**src/logic/uvr_params.svh**
```systemverilog
// Offsets, request codes, field positions and reset values for the vendor register bank.
// Assumes inclusion by bare name from the design files; definitions only.
`ifndef UVR_PARAMS_SVH
`define UVR_PARAMS_SVH

// Request type and request codes of the control transfers that are decoded.
`define UVR_RT_VENDOR_OUT   8'h40
`define UVR_RT_VENDOR_IN    8'hc0
`define UVR_RT_CLASS_OUT    8'h21
`define UVR_RQ_REG_WRITE    8'h00
`define UVR_RQ_REG_READ     8'h01
`define UVR_RQ_LINE_CODING  8'h20
`define UVR_RQ_LINE_STATE   8'h22
`define UVR_RQ_SEND_BREAK   8'h23

// Register addresses as carried in the index field.
`define UVR_OFS_DRIVER_SELECT   16'h020d
`define UVR_OFS_SHADOW_FLOW     16'h0216
`define UVR_OFS_SHADOW_FUNC     16'h0217
`define UVR_OFS_SHADOW_DIR      16'h0218
`define UVR_OFS_SHADOW_MASK     16'h0219
`define UVR_OFS_PORT_ENABLE     16'h0c00
`define UVR_OFS_HANDSHAKE       16'h0c06
`define UVR_OFS_RESUME_CHAR     16'h0c07
`define UVR_OFS_PAUSE_CHAR      16'h0c08
`define UVR_OFS_FAULT_FLAGS     16'h0c09
`define UVR_OFS_BREAK_TIME      16'h0c0a
`define UVR_OFS_TURN_DELAY      16'h0c0b
`define UVR_OFS_PIN_FUNCTION    16'h0c0c
`define UVR_OFS_PIN_DIRECTION   16'h0c0d
`define UVR_OFS_PIN_SET         16'h0c0e
`define UVR_OFS_PIN_CLEAR       16'h0c0f
`define UVR_OFS_PIN_LEVEL       16'h0c10
`define UVR_OFS_PIN_IRQ_MASK    16'h0c11

// Field positions and codes.
`define UVR_HALF_DUPLEX_BIT 3
`define UVR_FAULT_LSB       3
`define UVR_LS_DTR_BIT      0
`define UVR_LS_RTS_BIT      1
`define UVR_FLOW_NONE       3'h0
`define UVR_FLOW_HW         3'h1
`define UVR_FLOW_SW         3'h2
`define UVR_FLOW_MDROP_RX   3'h3
`define UVR_FLOW_MDROP_BOTH 3'h4
`define UVR_STOP_ONE        8'h00
`define UVR_STOP_ALT        8'h02
`define UVR_PARITY_MAX      8'h04
`define UVR_BITS_MIN        8'h07
`define UVR_BITS_MAX        8'h09
`define UVR_CODING_LAST     3'h6
`define UVR_RESET_ZERO      1'b0

`endif

```
**src/logic/uvr_pkg.sv**
```systemverilog
// Types shared by the vendor register bank and its line-coding collector.
// Assumes nothing beyond a SystemVerilog compiler.
package uvr_pkg;

	// Register read answer sequencer.
	typedef enum logic [2:0] {
		RD_IDLE = 3'b001,
		RD_LOW  = 3'b010,
		RD_HIGH = 3'b100
	} uvr_read_type;

	// Whole state of the register bank.
	typedef struct packed {
		uvr_read_type state;
		logic [11:0]  rd_data;
		logic         drv;
		logic [3:0]   sh_flow;
		logic [3:0]   sh_func;
		logic [5:0]   sh_dir;
		logic [5:0]   sh_mask;
		logic [1:0]   en;
		logic [3:0]   flow;
		logic [7:0]   xon;
		logic [7:0]   xoff;
		logic [4:0]   fault;
		logic [11:0]  brk;
		logic         brk_go;
		logic [3:0]   dly;
		logic [3:0]   func;
		logic [5:0]   dir;
		logic [5:0]   gout;
		logic [5:0]   mask;
		logic         rts;
		logic         dtr;
		logic [31:0]  rate;
		logic         stop_alt;
		logic [2:0]   par;
		logic [3:0]   bits;
		logic         reject;
		logic         in_valid;
		logic [7:0]   in_byte;
		logic         in_last;
		logic         hw;
		logic         sw;
		logic         mrx;
		logic         mtx;
		logic [5:0]   sync1;
		logic [5:0]   sync2;
	} uvr_regs_type;

	// Whole state of the line-coding collector.
	typedef struct packed {
		logic        busy;
		logic [2:0]  cnt;
		logic [55:0] payload;
		logic        done;
		logic        ok;
	} uvr_coding_type;

endpackage

```
**src/logic/uvr_lc_if.sv**
```systemverilog
// Carrier between the register bank and its line-coding collector.
// Assumes both ends run on the same clock.
interface uvr_lc_if;
	logic        arm;      // Start of a seven byte payload.
	logic        byte_ok;  // Payload byte strobe.
	logic [7:0]  byte_in;  // Payload byte.
	logic        done;     // Payload complete, one cycle.
	logic        fmt_ok;   // Payload holds supported codes.
	logic [55:0] payload;  // Collected payload, byte 0 lowest.

	modport bank (output arm, output byte_ok, output byte_in,
		input done, input fmt_ok, input payload);
	modport coder (input arm, input byte_ok, input byte_in,
		output done, output fmt_ok, output payload);
endinterface

```
**src/logic/uvr_line_coding.sv**
```systemverilog
// Collector of the seven byte line-coding payload with a format check.
// Assumes payload bytes arrive in order, on the bank's clock, after arm.
`include "uvr_params.svh"

module uvr_line_coding (
	input wire logic clk,      // System clock.
	input wire logic rst,      // Synchronous reset, high.
	uvr_lc_if.coder  lc        // Link to the bank.
);
	uvr_pkg::uvr_coding_type r;
	uvr_pkg::uvr_coding_type next_r;
	logic [7:0] stop_code;
	logic [7:0] par_code;

	assign lc.done    = r.done;
	assign lc.fmt_ok  = r.ok;
	assign lc.payload = r.payload;
	assign stop_code  = r.payload[39:32];
	assign par_code   = r.payload[47:40];

	// Bytes land at their offset; the last byte also decides the format check.
	always_comb begin
		next_r = r;
		next_r.done = 1'b0;
		if (lc.arm) begin
			next_r.busy = 1'b1;
			next_r.cnt  = 3'h0;
		end else if (lc.byte_ok && r.busy) begin
			next_r.payload[{r.cnt, 3'b000} +: 8] = lc.byte_in;
			next_r.cnt = r.cnt + 3'h1;
			if (r.cnt == `UVR_CODING_LAST) begin
				next_r.busy = 1'b0;
				next_r.done = 1'b1;
				// One and a half stop bits is refused here.
				next_r.ok = (stop_code == `UVR_STOP_ONE || stop_code == `UVR_STOP_ALT)
					&& (par_code <= `UVR_PARITY_MAX)
					&& (lc.byte_in >= `UVR_BITS_MIN) && (lc.byte_in <= `UVR_BITS_MAX);
			end
		end
	end

	// Register the whole collector state.
	always_ff @(posedge clk) begin
		if (rst) begin
			r <= '0;
		end else begin
			r <= next_r;
		end
	end
endmodule

```
**src/logic/uvr_top.sv**
```systemverilog
// Vendor register bank behind decoded USB control requests of a USB serial bridge.
// Assumes a USB core that presents each setup packet as a one-cycle strobe, streams
// the data stage of a line-coding request as byte strobes, and pulls read answers.
`include "uvr_params.svh"

// Contract
// - Vendor write stores value at indexed register.
// - Vendor read returns register in two bytes.
// - Line coding starts with four-byte bit rate.
// - Stop code 0 one, 2 alternative.
// - Parity codes none, odd, even, mark, space.
// - Data bits accepted are 7, 8, 9.
// - D1 drives RTS, ignored in full duplex.
// - D0 drives DTR.
// - Pin set/clear, break, faults writable while enabled.
// - Enable bit 0 transmitter, bit 1 receiver.
// - Driver select 0 copies shadows on commands.
// - Handshake mode decodes none, hw, sw, multidrop.
module uvr_top (
	input  wire logic        CLK,           // System clock, 50 MHz.
	input  wire logic        SYS_RST,       // Synchronous reset, high.
	input  wire logic        SETUP_VALID,   // Setup packet strobe.
	input  wire logic [7:0]  REQ_TYPE,      // Request type byte.
	input  wire logic [7:0]  REQ_CODE,      // Request byte.
	input  wire logic [15:0] REQ_VALUE,     // Value field.
	input  wire logic [15:0] REQ_INDEX,     // Index field.
	input  wire logic        OUT_VALID,     // Data stage byte strobe.
	input  wire logic [7:0]  OUT_BYTE,      // Data stage byte.
	input  wire logic        IN_READY,      // Core takes the answer byte.
	output logic             IN_VALID,      // Answer byte valid.
	output logic [7:0]       IN_BYTE,       // Answer byte.
	output logic             IN_LAST,       // Answer byte is the last.
	input  wire logic [4:0]  FAULT_EVENT,   // Receiver fault pulses.
	input  wire logic [5:0]  PIN_LEVEL,     // Asynchronous pin levels.
	output logic             TX_ENABLE,     // Transmitter enabled.
	output logic             RX_ENABLE,     // Receiver enabled.
	output logic             RTS,           // Request to send, high active.
	output logic             DTR,           // Terminal ready, high active.
	output logic [31:0]      BIT_RATE,      // Bits per second.
	output logic             STOP_ALT,      // Alternative stop setting.
	output logic [2:0]       PARITY_MODE,   // Parity code.
	output logic [3:0]       DATA_BITS,     // Character width.
	output logic             CODING_REJECT, // Unsupported coding pulse.
	output logic             HALF_DUPLEX,   // Half duplex selected.
	output logic             HW_FLOW,       // Hardware handshake.
	output logic             SW_FLOW,       // Software handshake.
	output logic             MDROP_RX,      // Receive gated by address.
	output logic             MDROP_TX,      // Transmit gated by address.
	output logic [7:0]       RESUME_CHAR,   // Resume character.
	output logic [7:0]       PAUSE_CHAR,    // Pause character.
	output logic [11:0]      BREAK_TIME,    // Break duration.
	output logic             BREAK_START,   // Break request pulse.
	output logic [3:0]       TURN_DELAY,    // Turnaround delay.
	output logic [3:0]       PIN_FUNCTION,  // Pin function select.
	output logic [5:0]       PIN_DIR,       // Pin directions.
	output logic [5:0]       PIN_OUT,       // Pin output levels.
	output logic [5:0]       PIN_IRQ_MASK   // Pin interrupt mask.
);
	uvr_pkg::uvr_regs_type r;
	uvr_pkg::uvr_regs_type next_r;
	uvr_lc_if              lc ();
	logic                  wr_req;
	logic                  rd_req;
	logic                  cdc_cmd;
	logic [11:0]           wr_val;
	logic [11:0]           rd_val;
	logic [4:0]            fault_clr;

	uvr_line_coding u_coding (
		.clk (CLK),
		.rst (SYS_RST),
		.lc  (lc)
	);

	// Request decode; the data stage bytes are forwarded unregistered.
	assign wr_req     = SETUP_VALID && REQ_TYPE == `UVR_RT_VENDOR_OUT
		&& REQ_CODE == `UVR_RQ_REG_WRITE;
	assign rd_req     = SETUP_VALID && REQ_TYPE == `UVR_RT_VENDOR_IN
		&& REQ_CODE == `UVR_RQ_REG_READ && REQ_VALUE == 16'h0000;
	assign cdc_cmd    = SETUP_VALID && REQ_TYPE == `UVR_RT_CLASS_OUT
		&& (REQ_CODE == `UVR_RQ_LINE_CODING || REQ_CODE == `UVR_RQ_LINE_STATE
		|| REQ_CODE == `UVR_RQ_SEND_BREAK);
	assign lc.arm     = cdc_cmd && REQ_CODE == `UVR_RQ_LINE_CODING;
	assign lc.byte_ok = OUT_VALID;
	assign lc.byte_in = OUT_BYTE;
	assign wr_val     = REQ_VALUE[11:0];

	// Read multiplexer; reserved bits and write-only registers answer zero.
	always_comb begin
		rd_val = 12'h000;
		unique case (REQ_INDEX)
			`UVR_OFS_SHADOW_FLOW:   rd_val = {8'h00, r.sh_flow};
			`UVR_OFS_SHADOW_FUNC:   rd_val = {8'h00, r.sh_func};
			`UVR_OFS_SHADOW_DIR:    rd_val = {6'h00, r.sh_dir};
			`UVR_OFS_SHADOW_MASK:   rd_val = {6'h00, r.sh_mask};
			`UVR_OFS_PORT_ENABLE:   rd_val = {10'h000, r.en};
			`UVR_OFS_HANDSHAKE:     rd_val = {8'h00, r.flow};
			`UVR_OFS_RESUME_CHAR:   rd_val = {4'h0, r.xon};
			`UVR_OFS_PAUSE_CHAR:    rd_val = {4'h0, r.xoff};
			`UVR_OFS_FAULT_FLAGS:   rd_val = {4'h0, r.fault, 3'h0};
			`UVR_OFS_BREAK_TIME:    rd_val = r.brk;
			`UVR_OFS_TURN_DELAY:    rd_val = {8'h00, r.dly};
			`UVR_OFS_PIN_FUNCTION:  rd_val = {8'h00, r.func};
			`UVR_OFS_PIN_DIRECTION: rd_val = {6'h00, r.dir};
			`UVR_OFS_PIN_LEVEL:     rd_val = {6'h00, r.sync2};
			`UVR_OFS_PIN_IRQ_MASK:  rd_val = {6'h00, r.mask};
			default:                rd_val = 12'h000;
		endcase
	end

	// Faults are cleared by writing ones; a fault in the same cycle wins.
	assign fault_clr = (wr_req && REQ_INDEX == `UVR_OFS_FAULT_FLAGS)
		? wr_val[`UVR_FAULT_LSB +: 5] : 5'h00;

	// Next state of the whole bank.
	always_comb begin
		next_r = r;
		next_r.brk_go = 1'b0;
		next_r.reject = 1'b0;
		next_r.sync1  = PIN_LEVEL;
		next_r.sync2  = r.sync1;
		next_r.fault  = (r.fault & ~fault_clr) | FAULT_EVENT;
		// Answer bytes go out low first, the upper nibble padded with zero.
		unique case (r.state)
			uvr_pkg::RD_IDLE: begin
			end
			uvr_pkg::RD_LOW: begin
				if (IN_READY) begin
					next_r.in_byte = {4'h0, r.rd_data[11:8]};
					next_r.in_last = 1'b1;
					next_r.state   = uvr_pkg::RD_HIGH;
				end
			end
			uvr_pkg::RD_HIGH: begin
				if (IN_READY) begin
					next_r.in_valid = 1'b0;
					next_r.in_last  = 1'b0;
					next_r.state    = uvr_pkg::RD_IDLE;
				end
			end
			default: begin
				next_r.state = uvr_pkg::RD_IDLE;
			end
		endcase
		// A new read request abandons any answer still in flight.
		if (rd_req) begin
			next_r.rd_data  = rd_val;
			next_r.in_byte  = rd_val[7:0];
			next_r.in_valid = 1'b1;
			next_r.in_last  = 1'b0;
			next_r.state    = uvr_pkg::RD_LOW;
		end
		// Writes are taken whatever the enable state; keeping the port quiet is the host's job.
		if (wr_req) begin
			unique case (REQ_INDEX)
				`UVR_OFS_DRIVER_SELECT: next_r.drv = wr_val[0];
				`UVR_OFS_SHADOW_FLOW:   next_r.sh_flow = wr_val[3:0];
				`UVR_OFS_SHADOW_FUNC:   next_r.sh_func = wr_val[3:0];
				`UVR_OFS_SHADOW_DIR:    next_r.sh_dir = wr_val[5:0];
				`UVR_OFS_SHADOW_MASK:   next_r.sh_mask = wr_val[5:0];
				`UVR_OFS_PORT_ENABLE:   next_r.en = wr_val[1:0];
				`UVR_OFS_HANDSHAKE:     next_r.flow = wr_val[3:0];
				`UVR_OFS_RESUME_CHAR:   next_r.xon = wr_val[7:0];
				`UVR_OFS_PAUSE_CHAR:    next_r.xoff = wr_val[7:0];
				`UVR_OFS_BREAK_TIME: begin
					next_r.brk    = wr_val;
					next_r.brk_go = 1'b1;
				end
				`UVR_OFS_TURN_DELAY:    next_r.dly = wr_val[3:0];
				`UVR_OFS_PIN_FUNCTION:  next_r.func = wr_val[3:0];
				`UVR_OFS_PIN_DIRECTION: next_r.dir = wr_val[5:0];
				`UVR_OFS_PIN_SET:       next_r.gout = r.gout | wr_val[5:0];
				`UVR_OFS_PIN_CLEAR:     next_r.gout = r.gout & ~wr_val[5:0];
				`UVR_OFS_PIN_IRQ_MASK:  next_r.mask = wr_val[5:0];
				default: begin
				end
			endcase
		end
		// Class commands; the reserved upper line-state bits are not looked at.
		if (cdc_cmd && REQ_CODE == `UVR_RQ_LINE_STATE) begin
			next_r.dtr = REQ_VALUE[`UVR_LS_DTR_BIT];
			if (r.flow[`UVR_HALF_DUPLEX_BIT]) begin
				next_r.rts = REQ_VALUE[`UVR_LS_RTS_BIT];
			end
		end
		if (cdc_cmd && REQ_CODE == `UVR_RQ_SEND_BREAK) begin
			next_r.brk    = REQ_VALUE[11:0];
			next_r.brk_go = 1'b1;
		end
		// A standard class driver cannot reach the live registers, so shadows stand in.
		if (cdc_cmd && !r.drv) begin
			next_r.flow = r.sh_flow;
			next_r.func = r.sh_func;
			next_r.dir  = r.sh_dir;
			next_r.mask = r.sh_mask;
		end
		// A refused coding keeps the previous settings in force.
		if (lc.done) begin
			if (lc.fmt_ok) begin
				next_r.rate     = lc.payload[31:0];
				next_r.stop_alt = lc.payload[32 +: 8] == `UVR_STOP_ALT;
				next_r.par      = lc.payload[42:40];
				next_r.bits     = lc.payload[51:48];
			end else begin
				next_r.reject = 1'b1;
			end
		end
		// Handshake decode is registered together with the mode itself.
		next_r.hw  = next_r.flow[2:0] == `UVR_FLOW_HW;
		next_r.sw  = next_r.flow[2:0] == `UVR_FLOW_SW;
		next_r.mrx = next_r.flow[2:0] == `UVR_FLOW_MDROP_RX
			|| next_r.flow[2:0] == `UVR_FLOW_MDROP_BOTH;
		next_r.mtx = next_r.flow[2:0] == `UVR_FLOW_MDROP_BOTH;
	end

	// Register the whole bank; everything clears to zero except the read state, which loads RD_IDLE.
	always_ff @(posedge CLK) begin
		if (SYS_RST) begin
			r       <= '0;
			r.state <= uvr_pkg::RD_IDLE;
		end else begin
			r <= next_r;
		end
	end

	// Outputs straight from the bank flops.
	assign IN_VALID      = r.in_valid;
	assign IN_BYTE       = r.in_byte;
	assign IN_LAST       = r.in_last;
	assign TX_ENABLE     = r.en[0];
	assign RX_ENABLE     = r.en[1];
	assign RTS           = r.rts;
	assign DTR           = r.dtr;
	assign BIT_RATE      = r.rate;
	assign STOP_ALT      = r.stop_alt;
	assign PARITY_MODE   = r.par;
	assign DATA_BITS     = r.bits;
	assign CODING_REJECT = r.reject;
	assign HALF_DUPLEX   = r.flow[`UVR_HALF_DUPLEX_BIT];
	assign HW_FLOW       = r.hw;
	assign SW_FLOW       = r.sw;
	assign MDROP_RX      = r.mrx;
	assign MDROP_TX      = r.mtx;
	assign RESUME_CHAR   = r.xon;
	assign PAUSE_CHAR    = r.xoff;
	assign BREAK_TIME    = r.brk;
	assign BREAK_START   = r.brk_go;
	assign TURN_DELAY    = r.dly;
	assign PIN_FUNCTION  = r.func;
	assign PIN_DIR       = r.dir;
	assign PIN_OUT       = r.gout;
	assign PIN_IRQ_MASK  = r.mask;
endmodule

```
**config.mk**
```make
export PLATFORM = sky130hd
export DESIGN_NAME = uvr_top
export DESIGN_NICKNAME = d
export VERILOG_FILES = /design/src/logic/uvr_pkg.sv /design/src/logic/uvr_lc_if.sv /design/src/logic/uvr_line_coding.sv /design/src/logic/uvr_top.sv
export VERILOG_INCLUDE_DIRS = /design/src /design/src/logic
export SDC_FILE = /design/constraint.sdc
export NUM_CORES = 1
export LEC_CHECK = 0
export BUFFER_PORTS_ARGS = -buffer_cell sky130_fd_sc_hd__buf_2
export CAP_MARGIN = 20
export CELL_PAD_IN_SITES_DETAIL_PLACEMENT = 1
export CELL_PAD_IN_SITES_GLOBAL_PLACEMENT = 1
export CORE_MARGIN = 5
export CORE_UTILIZATION = 36
export DETAILED_ROUTE_END_ITERATION = 8
export PLACE_DENSITY_LB_ADDON = 0.25
export SLEW_MARGIN = 20
export SYNTH_ARGS = -nofsm -noshare
export SYNTH_HDL_FRONTEND = slang
export SYNTH_SLANG_ARGS = --single-unit
```
**constraint.sdc**
```tcl
create_clock -name CLK -period 8.9 [get_ports CLK]
set_input_delay 0.89 -clock CLK [delete_from_list [all_inputs] [get_ports CLK]]
set_output_delay 0.89 -clock CLK [all_outputs]
set_load 0.01 [all_outputs]
```
==> results.md <==
- The cell area after layout is 0.0113 mm2.
- CTS built an H-tree with a depth of 1.
- Walking the worst path, the cells encountered are buf_2, or4b_2, nor4_1, nand2_1, and3_1, a21oi_1, a21oi_1.
- No sink is reached through more buffers than the 3 on the longest clock path.
- The async set-or-reset flop fraction in the synthesized netlist is 0.
- In this run, post-CTS repair resized a total of 0 instances.
- The floorplan die width is 177 um.
- The count of endpoints failing hold in the final timing report is 0.
- In this run, the number of DRC markers left after iteration 0 of detailed routing was 544.
- The dominant cell type by area after synthesis is dfxtp_1.
- For the finished layout, the period the worst path requires is 3.74 ns.
- Yosys instantiated no cell more often than dfxtp_1.
- Derived from the worst setup path, the maximum achievable clock frequency is 267 MHz.
- The worst slack on hold paths is 0.436 ns.
- The initial utilization of the core area, before any placement, comes to 0.362.
- The setup clock skew after layout is 0.0132 ns.
- The final core utilization is 0.411.
- The placeable core region is 0.0276 mm2.
- The flop and latch count out of synthesis is 221.
- Synthesis handed over a netlist of 1159 instances.
- The largest voltage drop on the vdd net is 0.129 mV.
- The number of distinct library cell variants in the gate-level netlist after synthesis is 62.
- Measured against its own limit, the worst slew margin works out to 0.264.
- The delay of the slowest cell on the worst path is 0.95 ns.
- The number of global-route vias before repair was 8476.
- By count the netlist is led by dfxtp_1 (221), nand2_1 (159), nor2_1 (139).
- The post-route antenna net violation count is 0.
- The critical-path maximum fanout is 24.
- Detailed routing inserted a total of 8349 vias.
- The tool flagged a number of max-cap violations equal to 0.
- Yosys printed 0 warnings.
- The post-synthesis average cell area is 8.61 um2.
- The vertical extent of the die is 177 um.
- The count of pins over their slew limit is 0.
- The slew at the pin with the worst max-slew slack is 1.09 ns.
- The slack of the worst reg-to-reg path is 6.27 ns.
- The total inserted antenna cells is 0.
- The number of nets at the end of the flow is 1283.
- For the worst setup path, the data required time is 9.31 ns.
- The dominant synthesized flop cell is dfxtp_1.
- The worst hold path belongs to the class register to register.
- After clock tree synthesis, the setup repair step added 0 buffers.
- The total CTS buffers is 26.
- The final routed DRC violation total is 0.
- Counting every net in the synthesized netlist gives 1235.
- By instance count, the cell type seen most on the critical path is a21oi_1.
- The die area is 0.0312 mm2.
- TritonCTS built the clock tree.
- The area growth from synthesis to final layout is 13.4%.
- The tree built by TritonCTS fans out to 221 sinks.
- 187 I/O pins were placed.
- In this run the static leakage power is 4.70 nW.
- The worst setup path is launched from a primary input.
- The first global-routing pass estimated 47900 um of wire.
- Setup repair after global routing left no endpoint under its margin.
- The setup path with the least slack is of type primary input to register.
- Of the cells placed in the final design, the portion with a size suffix greater than 1 is 0.211.
- The number of buffers inserted by port buffering is 186.
- The average wire per standard cell is 19.5 um.
- The total overflow left after global routing is 0.
- The total negative slack is 0 ns.
- The kind of cell with the highest combined delay along the critical path is simple AND/OR/NAND/NOR gates.
- Setup violations remaining at the end of the flow were counted as 0.
- The clock transition at the register clock pins on the worst setup and hold paths after CTS is 0.06 ns.
- The sequential cell area fraction in the yosys report is 0.443.
- Row generation in the floorplan step produced 61 rows.
- The worst-path cell with the longest stage delay is nor4_1.
- The power per cell area is 191 mW/mm2.
- The worst setup path is captured at a register.
- For the worst setup path, the data arrival time is 4.15 ns.
- The clock latency of the later-clocked register in the worst-skew pair is 0.54 ns.
- The share of Yosys cell area claimed by the top area cell type is 0.443.
- The tree is rooted in a clkbuf_16.
- The total global-route track usage is 0.192.
- The pin count of the biggest net entering global routing is 94.
- The final period utilization is 0.420.
- The run finished with clean final reports.
- The number of antenna violations at the first check in global routing is 1.
- Yosys attributes the largest share of cell area to dfxtp_1 (44%), mux2i_1 (11%), buf_4 (7.6%).
- The mapped netlist covers 0.00998 mm2.
- For this block, the routed nets add up to 31300 um of wire.
- Before antenna repair, the detailed router went through 4 iterations.
- Dividing the detail-routed via count by the number of cells gives 5.21.
- The final HPWL from detailed placement is 22100 um.
- The number of buffers added to fix hold violations after cts is 0.
- The final RePlAce weighted congestion is 0.854.
- The number of flops mapped to enable cells by yosys is 0.
- Together, buffers and inverters on the worst path number 1.
- The area of placed instances is 0.0104 mm2.
cell families (layout without fill, tap and decap cells):
| group | after synthesis | in the layout | share of synthesized area |
|---|---|---|---|
| and+or+nand+nor | 459 | 459 | 0.216 |
| xor gates and xnor gates | 2 | 2 | 0.00176 |
| adders and majority gates | 4 | 4 | 0.00501 |
| DFF | 221 | 221 | 0.443 |
| buffers and inverters | 186 | 253 | 0.108 |
| AOI/OAI and AO/OA | 171 | 171 | 0.106 |
| muxes | 116 | 116 | 0.120 |
per-layer routing:
metal / vias up / global-route usage / part of all wire
met3: 44 / 0.0409 / 0.062
li1: 4010 / - / -
met4: 2 / 0.0509 / 0.020
met5: - / 0 / 0.00022
met1: 4092 / 0.261 / 0.46
met2: 201 / 0.312 / 0.46
layout make-up:
| class | count | area, um2 |
|---|---|---|
| clock buffers | 34 | 721 |
| clock inverters | 13 | 158 |
| fillers | 3295 | 16200 |
| inverters | 10 | 37.5 |
| multi-input cells | 752 | 4490 |
| flip-flops and latches | 221 | 4420 |
| well taps | 378 | 473 |
| repair buffers | 196 | 1010 |
through the flow:
stage	total power [mW]	cells	setup slack [ns]
5_1_grt	2.24	1604	4.97
3_5_place_dp	1.09	1557	4.72
6_report	2.17	1604	5.16
3_3_place_gp	1.09	1557	4.83
2_1_floorplan	1.05	1159	5.17
4_1_cts	2.19	1604	5.25
where the power goes:
group          internal (mW)  switching (mW)
Sequential             0.993         0.00193
Clock                  0.658           0.438
Combinational         0.0221          0.0539
Total                   1.67           0.493
placed cells by master, fill, tap and decap left out, drive strengths merged, types with 3 or more instances in the layout:
cell type / n
o22ai: 4
a32oi: 6
nand2: 159
or3: 5
nand4b: 5
and3: 5
ha: 4
nor3: 21
a222oi: 3
mux2: 4
or2: 3
mux2i: 111
a22oi: 15
nand4: 12
or4: 7
nor3b: 4
and2: 7
a21oi: 95
nor2: 139
nand3b: 4
or4b: 3
clkbuf: 34
nor4: 13
nand3: 36
dfxtp: 221
bufinv: 3
nor2b: 20
inv: 11
clkinv: 8
buf: 196
nor4b: 4
o21ai: 12
nand2b: 6
a221oi: 7
a211oi: 12
final timing paths:
path | start | to | cells past startpoint
worst max-delay path | REQ_TYPE[3] | PIN_FUNCTION[3]$_SDFFE_PP0P_ | 7
worst min-delay path | next_r[3]$_SDFF_PP0_ | r[3]$_SDFF_PP0_ | 1
worst max register to register | u_coding.r[58]$_SDFFE_PP0P_ | register | 8
worst min register to register | next_r[3]$_SDFF_PP0_ | r[3]$_SDFF_PP0_ | 1
Note: power is estimated with default switching activity, not from simulation.
